===== src/logic/lasi_defs.svh =====
// Register map, field positions, thresholds and timing constants of the line alarm status block.
`ifndef LASI_DEFS_SVH
`define LASI_DEFS_SVH
`define LASI_ADDR_STATUS 8'h06
`define LASI_ADDR_MASK 8'h07
`define LASI_READ_NONE 8'h00
`define LASI_MASK_RESET 8'h00
`define LASI_STATUS_RESET 8'h00
`define LASI_LATCHED_BITS 8'hD8
`define LASI_CHANGE_BITS 8'h38
`define LASI_BIT_TXCLK 5
`define LASI_BIT_UA1 4
`define LASI_BIT_RCL 3
`define LASI_CLK_MHZ 250
`define LASI_TXCLK_LOSS_NS 5000
`define LASI_T1_WINDOW_US 3000
`define LASI_E1_UA1_SPAN 12'h200
`define LASI_E1_UA1_ZEROS 12'h002
`define LASI_T1_UA1_SET_MAX 12'h005
`define LASI_E1_RCL_SHORT 12'h0FF
`define LASI_E1_RCL_LONG 12'h800
`define LASI_E1_RCL_SPAN 12'h0FF
`define LASI_E1_RCL_ONES 12'h020
`define LASI_T1_RCL_SHORT 12'h0C0
`define LASI_T1_RCL_LONG 12'h608
`define LASI_T1_RCL_SPAN 12'h070
`define LASI_T1_RCL_ONES 12'h00E
`endif


===== src/logic/lasi_pkg.sv =====
// Shared types of the line alarm status block.
package lasi_pkg;
    typedef logic [7:0] lasi_byte_t;
    typedef logic [11:0] lasi_count_t;
    typedef enum logic {LASI_E1, LASI_T1} lasi_mode_t;
endpackage : lasi_pkg


===== src/logic/lasi_pin_sync.sv =====
// Three-stage pin synchroniser that accepts a change once the last two stages agree.
`timescale 1ns/1ps
module lasi_pin_sync #(
    parameter int WIDTH = 1
) (
    input wire logic clk,
    input wire logic rst_n,
    input wire logic [WIDTH-1:0] pinIn,
    output logic [WIDTH-1:0] pinOut
);
    logic [WIDTH-1:0] s1_reg, s2_reg, s3_reg, out_reg;
    logic [WIDTH-1:0] s1_next, s2_next, s3_next, out_next;
    logic [WIDTH-1:0] agree;

    always_comb
    begin
        s1_next = pinIn;
        s2_next = s1_reg;
        s3_next = s2_reg;
        agree = ~(s2_reg ^ s3_reg);
        out_next = (agree & s3_reg) | (~agree & out_reg);
    end

    always_ff @(posedge clk or negedge rst_n)
    begin
        if (!rst_n)
        begin
            s1_reg <= '0;
            s2_reg <= '0;
            s3_reg <= '0;
            out_reg <= '0;
        end
        else
        begin
            s1_reg <= s1_next;
            s2_reg <= s2_next;
            s3_reg <= s3_next;
            out_reg <= out_next;
        end
    end

    assign pinOut = out_reg;
endmodule : lasi_pin_sync


===== src/logic/lasi_clock_watch.sv =====
// Watchdog that flags a clock level which has not changed for a given number of cycles.
`timescale 1ns/1ps
module lasi_clock_watch #(
    parameter int TIMEOUT = 1250
) (
    input wire logic clk,
    input wire logic rst_n,
    input wire logic clkLevel,
    output logic lost
);
    localparam int CW = $clog2(TIMEOUT + 1);
    logic prevLevel_reg, prevLevel_next;
    logic [CW-1:0] idle_reg, idle_next;
    logic lost_reg, lost_next;

    always_comb
    begin
        prevLevel_next = clkLevel;
        if (clkLevel != prevLevel_reg)
            idle_next = '0;
        else if (idle_reg != CW'(TIMEOUT))
            idle_next = idle_reg + 1'b1;
        else
            idle_next = idle_reg;
        lost_next = (clkLevel == prevLevel_reg) && (idle_next == CW'(TIMEOUT));
    end

    always_ff @(posedge clk or negedge rst_n)
    begin
        if (!rst_n)
        begin
            prevLevel_reg <= 1'b0;
            idle_reg <= '0;
            lost_reg <= 1'b0;
        end
        else
        begin
            prevLevel_reg <= prevLevel_next;
            idle_reg <= idle_next;
            lost_reg <= lost_next;
        end
    end

    assign lost = lost_reg;
endmodule : lasi_clock_watch


===== src/logic/lasi_line_alarm_status.sv =====
// Line alarm detectors, status and mask registers, and the active-low interrupt output.
`timescale 1ns/1ps
`include "lasi_defs.svh"
module lasi_line_alarm_status #(
    parameter int T1_WIN_CYCLES = `LASI_T1_WINDOW_US * `LASI_CLK_MHZ,
    parameter int TXCLK_CYCLES = (`LASI_TXCLK_LOSS_NS * `LASI_CLK_MHZ) / 1000
) (
    input wire logic clk,
    input wire logic rst_n,
    input wire logic [7:0] regAddr,
    input wire logic regWrite,
    input wire logic regRead,
    input wire logic [7:0] regWrData,
    output logic [7:0] regRdData,
    input wire lasi_pkg::lasi_mode_t lineMode,
    input wire logic rclLongThreshold,
    input wire logic rxBit,
    input wire logic rxBitValid,
    input wire logic loopUpSeen,
    input wire logic loopDownSeen,
    input wire logic patternLock,
    input wire logic txLineClock,
    input wire logic txCurrentLimitHit,
    input wire logic txOpenCircuit,
    output logic intOut_n,
    output logic txClockLost
);
    localparam int TW = $clog2(T1_WIN_CYCLES + 1);

    function automatic lasi_pkg::lasi_count_t lasiInc(input lasi_pkg::lasi_count_t v, input logic en);
        lasiInc = (en && v != 12'hFFF) ? v + 12'h001 : v;
    endfunction : lasiInc

    logic rstMeta_reg, rstSync_reg;
    logic rstSync_n;
    logic [2:0] pinSync;
    logic txClkLive;

    // Reset is released through two flops so every register leaves reset on the same edge.
    always_ff @(posedge clk or negedge rst_n)
    begin
        if (!rst_n)
        begin
            rstMeta_reg <= 1'b0;
            rstSync_reg <= 1'b0;
        end
        else
        begin
            rstMeta_reg <= 1'b1;
            rstSync_reg <= rstMeta_reg;
        end
    end
    assign rstSync_n = rstSync_reg;

    lasi_pin_sync #(.WIDTH(3)) pinSyncInst (
        .clk(clk),
        .rst_n(rstSync_n),
        .pinIn({txLineClock, txCurrentLimitHit, txOpenCircuit}),
        .pinOut(pinSync)
    );

    lasi_clock_watch #(.TIMEOUT(TXCLK_CYCLES)) txClockWatch (
        .clk(clk),
        .rst_n(rstSync_n),
        .clkLevel(pinSync[2]),
        .lost(txClkLive)
    );

    // Unframed all-ones detector: E1 uses 512-bit blocks, T1 a fixed time window.
    lasi_pkg::lasi_count_t ua1Zeros_reg, ua1Zeros_next, ua1Bits_reg, ua1Bits_next, ua1ZerosNow;
    logic [TW-1:0] ua1Timer_reg, ua1Timer_next;
    logic ua1Alarm_reg, ua1Alarm_next;
    logic zeroIn, ua1End;

    always_comb
    begin
        zeroIn = rxBitValid && !rxBit;
        ua1ZerosNow = lasiInc(ua1Zeros_reg, zeroIn);
        ua1Alarm_next = ua1Alarm_reg;
        ua1Bits_next = ua1Bits_reg;
        ua1Timer_next = ua1Timer_reg;
        if (lineMode == lasi_pkg::LASI_T1)
        begin
            ua1End = ua1Timer_reg == TW'(T1_WIN_CYCLES - 1);
            ua1Timer_next = ua1End ? '0 : ua1Timer_reg + 1'b1;
            if (ua1End)
                ua1Alarm_next = ua1ZerosNow <= `LASI_T1_UA1_SET_MAX;
        end
        else
        begin
            ua1End = rxBitValid && (ua1Bits_reg == `LASI_E1_UA1_SPAN - 12'h001);
            ua1Bits_next = ua1End ? 12'h000 : lasiInc(ua1Bits_reg, rxBitValid);
            if (ua1End && ua1ZerosNow < `LASI_E1_UA1_ZEROS)
                ua1Alarm_next = 1'b1;
            else if (ua1End && ua1ZerosNow > `LASI_E1_UA1_ZEROS)
                ua1Alarm_next = 1'b0;
        end
        ua1Zeros_next = ua1End ? 12'h000 : ua1ZerosNow;
    end

    always_ff @(posedge clk or negedge rstSync_n)
    begin
        if (!rstSync_n)
        begin
            ua1Zeros_reg <= 12'h000;
            ua1Bits_reg <= 12'h000;
            ua1Timer_reg <= '0;
            ua1Alarm_reg <= 1'b0;
        end
        else
        begin
            ua1Zeros_reg <= ua1Zeros_next;
            ua1Bits_reg <= ua1Bits_next;
            ua1Timer_reg <= ua1Timer_next;
            ua1Alarm_reg <= ua1Alarm_next;
        end
    end

    // Carrier loss: a run of zeros sets it; the clear window opens at the first one.
    lasi_pkg::lasi_count_t rclRun_reg, rclRun_next, rclWin_reg, rclWin_next, rclOnes_reg, rclOnes_next;
    lasi_pkg::lasi_count_t rclSetAt, rclSpan, rclNeed;
    logic rclAlarm_reg, rclAlarm_next, rclOpen_reg, rclOpen_next;

    always_comb
    begin
        if (lineMode == lasi_pkg::LASI_T1)
        begin
            rclSetAt = rclLongThreshold ? `LASI_T1_RCL_LONG : `LASI_T1_RCL_SHORT;
            rclSpan = `LASI_T1_RCL_SPAN;
            rclNeed = `LASI_T1_RCL_ONES;
        end
        else
        begin
            rclSetAt = rclLongThreshold ? `LASI_E1_RCL_LONG : `LASI_E1_RCL_SHORT;
            rclSpan = `LASI_E1_RCL_SPAN;
            rclNeed = `LASI_E1_RCL_ONES;
        end
        rclRun_next = rclRun_reg;
        rclWin_next = rclWin_reg;
        rclOnes_next = rclOnes_reg;
        rclAlarm_next = rclAlarm_reg;
        rclOpen_next = rclOpen_reg;
        if (rxBitValid)
        begin
            rclRun_next = rxBit ? 12'h000 : lasiInc(rclRun_reg, 1'b1);
            if (!rclAlarm_reg)
            begin
                rclOpen_next = 1'b0;
                rclAlarm_next = rclRun_next >= rclSetAt;
            end
            else if (!rclOpen_reg)
            begin
                rclOpen_next = rxBit;
                rclWin_next = 12'h001;
                rclOnes_next = 12'h001;
            end
            else
            begin
                rclWin_next = lasiInc(rclWin_reg, 1'b1);
                rclOnes_next = lasiInc(rclOnes_reg, rxBit);
                if (rclOnes_next >= rclNeed)
                begin
                    rclAlarm_next = 1'b0;
                    rclOpen_next = 1'b0;
                end
                else if (rclWin_next >= rclSpan)
                    rclOpen_next = 1'b0;
            end
        end
    end

    always_ff @(posedge clk or negedge rstSync_n)
    begin
        if (!rstSync_n)
        begin
            rclRun_reg <= 12'h000;
            rclWin_reg <= 12'h000;
            rclOnes_reg <= 12'h000;
            rclAlarm_reg <= 1'b0;
            rclOpen_reg <= 1'b0;
        end
        else
        begin
            rclRun_reg <= rclRun_next;
            rclWin_reg <= rclWin_next;
            rclOnes_reg <= rclOnes_next;
            rclAlarm_reg <= rclAlarm_next;
            rclOpen_reg <= rclOpen_next;
        end
    end

    // Status, mask and interrupt state.
    lasi_pkg::lasi_byte_t live, statusNow, readClr, setEv;
    lasi_pkg::lasi_byte_t latch_reg, latch_next, view_reg, view_next, lastMask_reg, lastMask_next;
    lasi_pkg::lasi_byte_t mask_reg, mask_next, pend_reg, pend_next, prevLive_reg, prevStatus_reg;
    lasi_pkg::lasi_byte_t rdData_reg, rdData_next;
    logic srWrite, srRead, intOut_n_reg, intOut_n_next, txLost_reg;

    always_comb
    begin
        live = {loopUpSeen, loopDownSeen, txClkLive, ua1Alarm_reg, rclAlarm_reg, pinSync[1], pinSync[0], patternLock};
        statusNow = (latch_reg & `LASI_LATCHED_BITS) | (live & ~`LASI_LATCHED_BITS);
        srWrite = regWrite && regAddr == `LASI_ADDR_STATUS;
        srRead = regRead && regAddr == `LASI_ADDR_STATUS;
        // Only bits the host selected in its last status write are consumed by the read.
        readClr = srRead ? lastMask_reg : `LASI_READ_NONE;
        // A live condition re-sets its latch in the same cycle, so an event never loses to a read.
        latch_next = (latch_reg & ~(readClr & view_reg)) | (live & `LASI_LATCHED_BITS);
        view_next = srWrite ? ((regWrData & statusNow) | (~regWrData & view_reg)) : view_reg;
        lastMask_next = srWrite ? regWrData : lastMask_reg;
        mask_next = (regWrite && regAddr == `LASI_ADDR_MASK) ? regWrData : mask_reg;
        setEv = ((live ^ prevLive_reg) & `LASI_CHANGE_BITS)
            | (statusNow & ~prevStatus_reg & ~`LASI_CHANGE_BITS);
        pend_next = (pend_reg & ~readClr) | setEv;
        intOut_n_next = ~|(pend_next & mask_next);
        if (!regRead)
            rdData_next = rdData_reg;
        else if (regAddr == `LASI_ADDR_STATUS)
            rdData_next = view_reg;
        else if (regAddr == `LASI_ADDR_MASK)
            rdData_next = mask_reg;
        else
            rdData_next = `LASI_READ_NONE;
    end

    always_ff @(posedge clk or negedge rstSync_n)
    begin
        if (!rstSync_n)
        begin
            latch_reg <= `LASI_STATUS_RESET;
            view_reg <= `LASI_STATUS_RESET;
            lastMask_reg <= `LASI_STATUS_RESET;
            mask_reg <= `LASI_MASK_RESET;
            pend_reg <= `LASI_STATUS_RESET;
            prevLive_reg <= `LASI_STATUS_RESET;
            prevStatus_reg <= `LASI_STATUS_RESET;
            rdData_reg <= `LASI_READ_NONE;
            intOut_n_reg <= 1'b1;
            txLost_reg <= 1'b0;
        end
        else
        begin
            latch_reg <= latch_next;
            view_reg <= view_next;
            lastMask_reg <= lastMask_next;
            mask_reg <= mask_next;
            pend_reg <= pend_next;
            prevLive_reg <= live;
            prevStatus_reg <= statusNow;
            rdData_reg <= rdData_next;
            intOut_n_reg <= intOut_n_next;
            txLost_reg <= txClkLive;
        end
    end

    assign regRdData = rdData_reg;
    assign intOut_n = intOut_n_reg;
    assign txClockLost = txLost_reg;
endmodule : lasi_line_alarm_status


===== config.mk =====
export PLATFORM = sky130hd
export DESIGN_NAME = lasi_line_alarm_status
export DESIGN_NICKNAME = d
export VERILOG_FILES = /design/src/logic/lasi_pkg.sv /design/src/logic/lasi_pin_sync.sv /design/src/logic/lasi_clock_watch.sv /design/src/logic/lasi_line_alarm_status.sv
export VERILOG_INCLUDE_DIRS = /design/src /design/src/logic
export SDC_FILE = /design/constraint.sdc
export NUM_CORES = 1
export LEC_CHECK = 0
export ABC_AREA = 1
export BUFFER_PORTS_ARGS = -buffer_cell sky130_fd_sc_hd__buf_2
export CORE_MARGIN = 5
export CORE_UTILIZATION = 45
export CTS_CLUSTER_SIZE = 28
export DETAILED_ROUTE_END_ITERATION = 10
export PLACE_DENSITY = 0.69
export SLEW_MARGIN = 5
export SYNTH_ARGS = -nofsm -noshare
export SYNTH_HDL_FRONTEND = slang
export SYNTH_SLANG_ARGS = --single-unit

===== constraint.sdc =====
create_clock -name clk -period 5.3 [get_ports clk]
set_clock_uncertainty 0.15 [all_clocks]
set_input_delay 0.795 -clock clk [delete_from_list [all_inputs] [get_ports clk]]
set_output_delay 0.795 -clock clk [all_outputs]
set_load 0.1 [all_outputs]

==> metrics.yaml <==
synth:
  async_reset_ff_share_pct: 100.0
  synth_edf_count: 0
  synthTopCellsByArea: "dfrtp_1, nand2_1, inv_1"
  ys_warn_count: 0
  synth_seq_cells: 163
  syn_avg_cell_area_um2: 8.068
  synth-seq-area-share_pct: 46.74
  syn_nets: 1144
  syn_inst: 1082
  synth_cell_type_count: 49
  synth_top_cell_by_area: "dfrtp_1"
  synthFlopType: "dfrtp_1"
  synth_commonest_cells: "nand2_1, dfrtp_1, inv_1, nor2_1, o21ai_0"
  netlist_area_um2: 8730
  yosysMostFrequentCell: "nand2_1"
  synth.top_cell.area_share_pct: 46.44
setup_path:
  startpoint_type: "flop"
  critPathMaxFanout: 6
  worstSetupPathType: "flop to flop"
  endpoint_kind: "flop"
  crit_arrival_ps: 3170
  crit_required_ps: 5470
final_layout:
  fin_util_pct: 50.83
  largest_reg_flops: 20
  diodes: 0
  final_area_um2: 9796
  layoutNonFillerInstCount: 1407
  nets: 1191
  areaGrowthSynthToFinish_pct: 12.21
  drive_gt1_share_pct: 10.51
clock_network:
  numCtsBuffers: 17
  cts_resized: 0
  cts_root_buffer: "clkbuf_16"
  cts_hold_buf: 1
  clk_pin_slew_ps: 70
  clock_latency_ps: 430
  cts_tree: "yes"
  cts.path.max_buffers: 2
  cts_sinks: 163
  post-cts-setup-buffer-count: 0
  cts_htree_levels: 4
floorplan:
  core-area_um2: 19270
  initial_core_util_pct: 45.30
  chipHeight_um: 149.3
  num_io_pins: 40
  die_area_um2: 22280
  fp-row-count: 51
  dieWidth_um: 149.3
pwr:
  p_leak_nw: 4.634
  irDropWorstVdd_uv: 218.0
  finalPower_mw: 3.276
  p_per_area_nw_per_um2: 334.5
timing:
  setup_tns_ps: 0
  fin_crit_ps: 2994
  max_freq_mhz: 334.0
  fin_ws_ps: 2306
  setup_viol: 0
  maxSlewHeadroom_pct: 33.50
  final-hold-violation-count: 0
  hold_ws_ps: 198.6
  slew_viol_final: 0
  tightest_slew_ps: 992.2
  rsz0062_at_grt: "no"
  finalCritPeriodShare_pct: 56.50
run_status:
  status: "finished clean"
route:
  drc: 0
  finalWirelength_mm: 17.82
  dr.pass1.iters: 4
  vias_per_cell: 5.026
  antenna_violating_nets_post_route: 0
  wl_per_cell_um: 12.66
  num_vias: 7072
  drt_iter0_drc: 382
grt:
  grt_pass1_vias: 6897
  grt_max_degree: 69
  grt_overflow: 0
  grt_first_pass_wirelength_mm: 31.24
  antenna_found_initial: 0
  track_usage_pct: 16.92
place:
  place_congestion: 0.8522
  dp.cells: 1374
  post_dp_cell_area_um2: 9203
  hpwl_mm: 12.70
  port_buffers: 39
  dp_worst_setup_slack_ps: 1968
run:
  maxCapViolCount: 0
min_path:
  hold_class: "flop to flop"
final timing paths:
kind,from,end,slack [ps],cells after the start
worst max-delay path,rclWin_reg[0]$_DFFE_PN0P_,rclOpen_reg$_DFFE_PN0P_,2310,20
worst min register to register,pinSyncInst.s1_reg[2]$_DFF_PN0_,pinSyncInst.s2_reg[2]$_DFF_PN0_,200,0
worst max register to register,rclWin_reg[0]$_DFFE_PN0P_,rclOpen_reg$_DFFE_PN0P_,2310,20
worst min-delay path,pinSyncInst.s1_reg[2]$_DFF_PN0_,pinSyncInst.s2_reg[2]$_DFF_PN0_,200,0
min in group asynchronous,rstSync_n$_DFF_PN0_,ua1Timer_reg[17]$_DFFE_PN0P_,300,0
max in group asynchronous,rstSync_n$_DFF_PN0_,mask_reg[5]$_DFF_PN0_,3550,1
report_power, final:
part | internal [mW] | switching (mW)
Sequential | 1.38 | 0.130
Combinational | 0.210 | 0.345
Clock | 0.635 | 0.574
Total | 2.23 | 1.05
critical path, cell delays in order (launching register included):
cell,delay [ps]
dfrtp_1,440
ha_1,250
inv_1,90
nor2_1,100
nand3_1,230
inv_1,120
or2_2,280
o21ai_0,140
inv_1,100
ha_1,280
o21ai_0,70
nand2_1,60
nand2_1,40
nand3b_1,70
nand4_1,90
nor2_1,110
nor2_1,50
nand3_1,70
nand2_1,50
nand2_1,50
nand2_1,40
kinds of logic (layout without fill, tap and decap cells):
group / after synthesis / count (layout) / share of synthesized area, %
mux: 1 / 1 / 0.1290
other cells: 1 / 1 / 0.04296
fa+ha+maj: 35 / 35 / 4.930
simple gates: 511 / 511 / 26.54
flops: 163 / 163 / 46.74
buf+inv: 179 / 239 / 8.026
xor+xnor: 37 / 37 / 3.712
compound gates: 155 / 155 / 9.875
cell type report:
cell class / instances / area, µm²
timing repair buffer: 43 / 227.7
sequential: 163 / 4084
fill: 1855 / 9475
multi-input combinational: 740 / 3949
tap: 265 / 331.6
clock inverter: 14 / 153.9
inverter: 164 / 620.6
clock buffer: 18 / 429.2
routing by layer:
metal,part of all wire (%),vias up,GRT usage (%)
li1,-,3631,-
met1,49,3289,22.59
met2,46,128,27.54
met3,4.1,24,3.889
met4,1.4,0,5.263
met5,0,-,0
cell usage in the layout (no fill, tap or decap), drive strengths merged:
| cell | Yosys | routed |
|---|---|---|
| clkinvlp | 0 | 1 |
| nor3b | 6 | 6 |
| a31oi | 2 | 2 |
| xnor2 | 9 | 9 |
| conb | 1 | 1 |
| ha | 32 | 32 |
| mux2 | 1 | 1 |
| dlygate4sd3 | 0 | 1 |
| o221a | 2 | 2 |
| or2 | 5 | 5 |
| dfstp | 1 | 1 |
| maj3 | 3 | 3 |
| o22ai | 12 | 12 |
| o41ai | 1 | 1 |
| o21bai | 1 | 1 |
| o221ai | 4 | 4 |
| clkinv | 2 | 5 |
| a21oi | 40 | 40 |
| nand4 | 23 | 23 |
| buf | 5 | 42 |
| nand3 | 77 | 77 |
| a21o | 2 | 2 |
| xor2 | 28 | 28 |
| inv | 162 | 172 |
| clkbuf | 10 | 18 |
| o311ai | 2 | 2 |
| dfrtp | 162 | 162 |
| a211oi | 3 | 3 |
| a22oi | 1 | 1 |
| nor3 | 40 | 40 |
| nand2 | 243 | 243 |
| o211ai | 2 | 2 |
| and3 | 1 | 1 |
| nor4 | 7 | 7 |
| o21ai | 83 | 83 |
| nand3b | 4 | 4 |
| nor2 | 105 | 105 |
(Power assumes the default switching activity.)
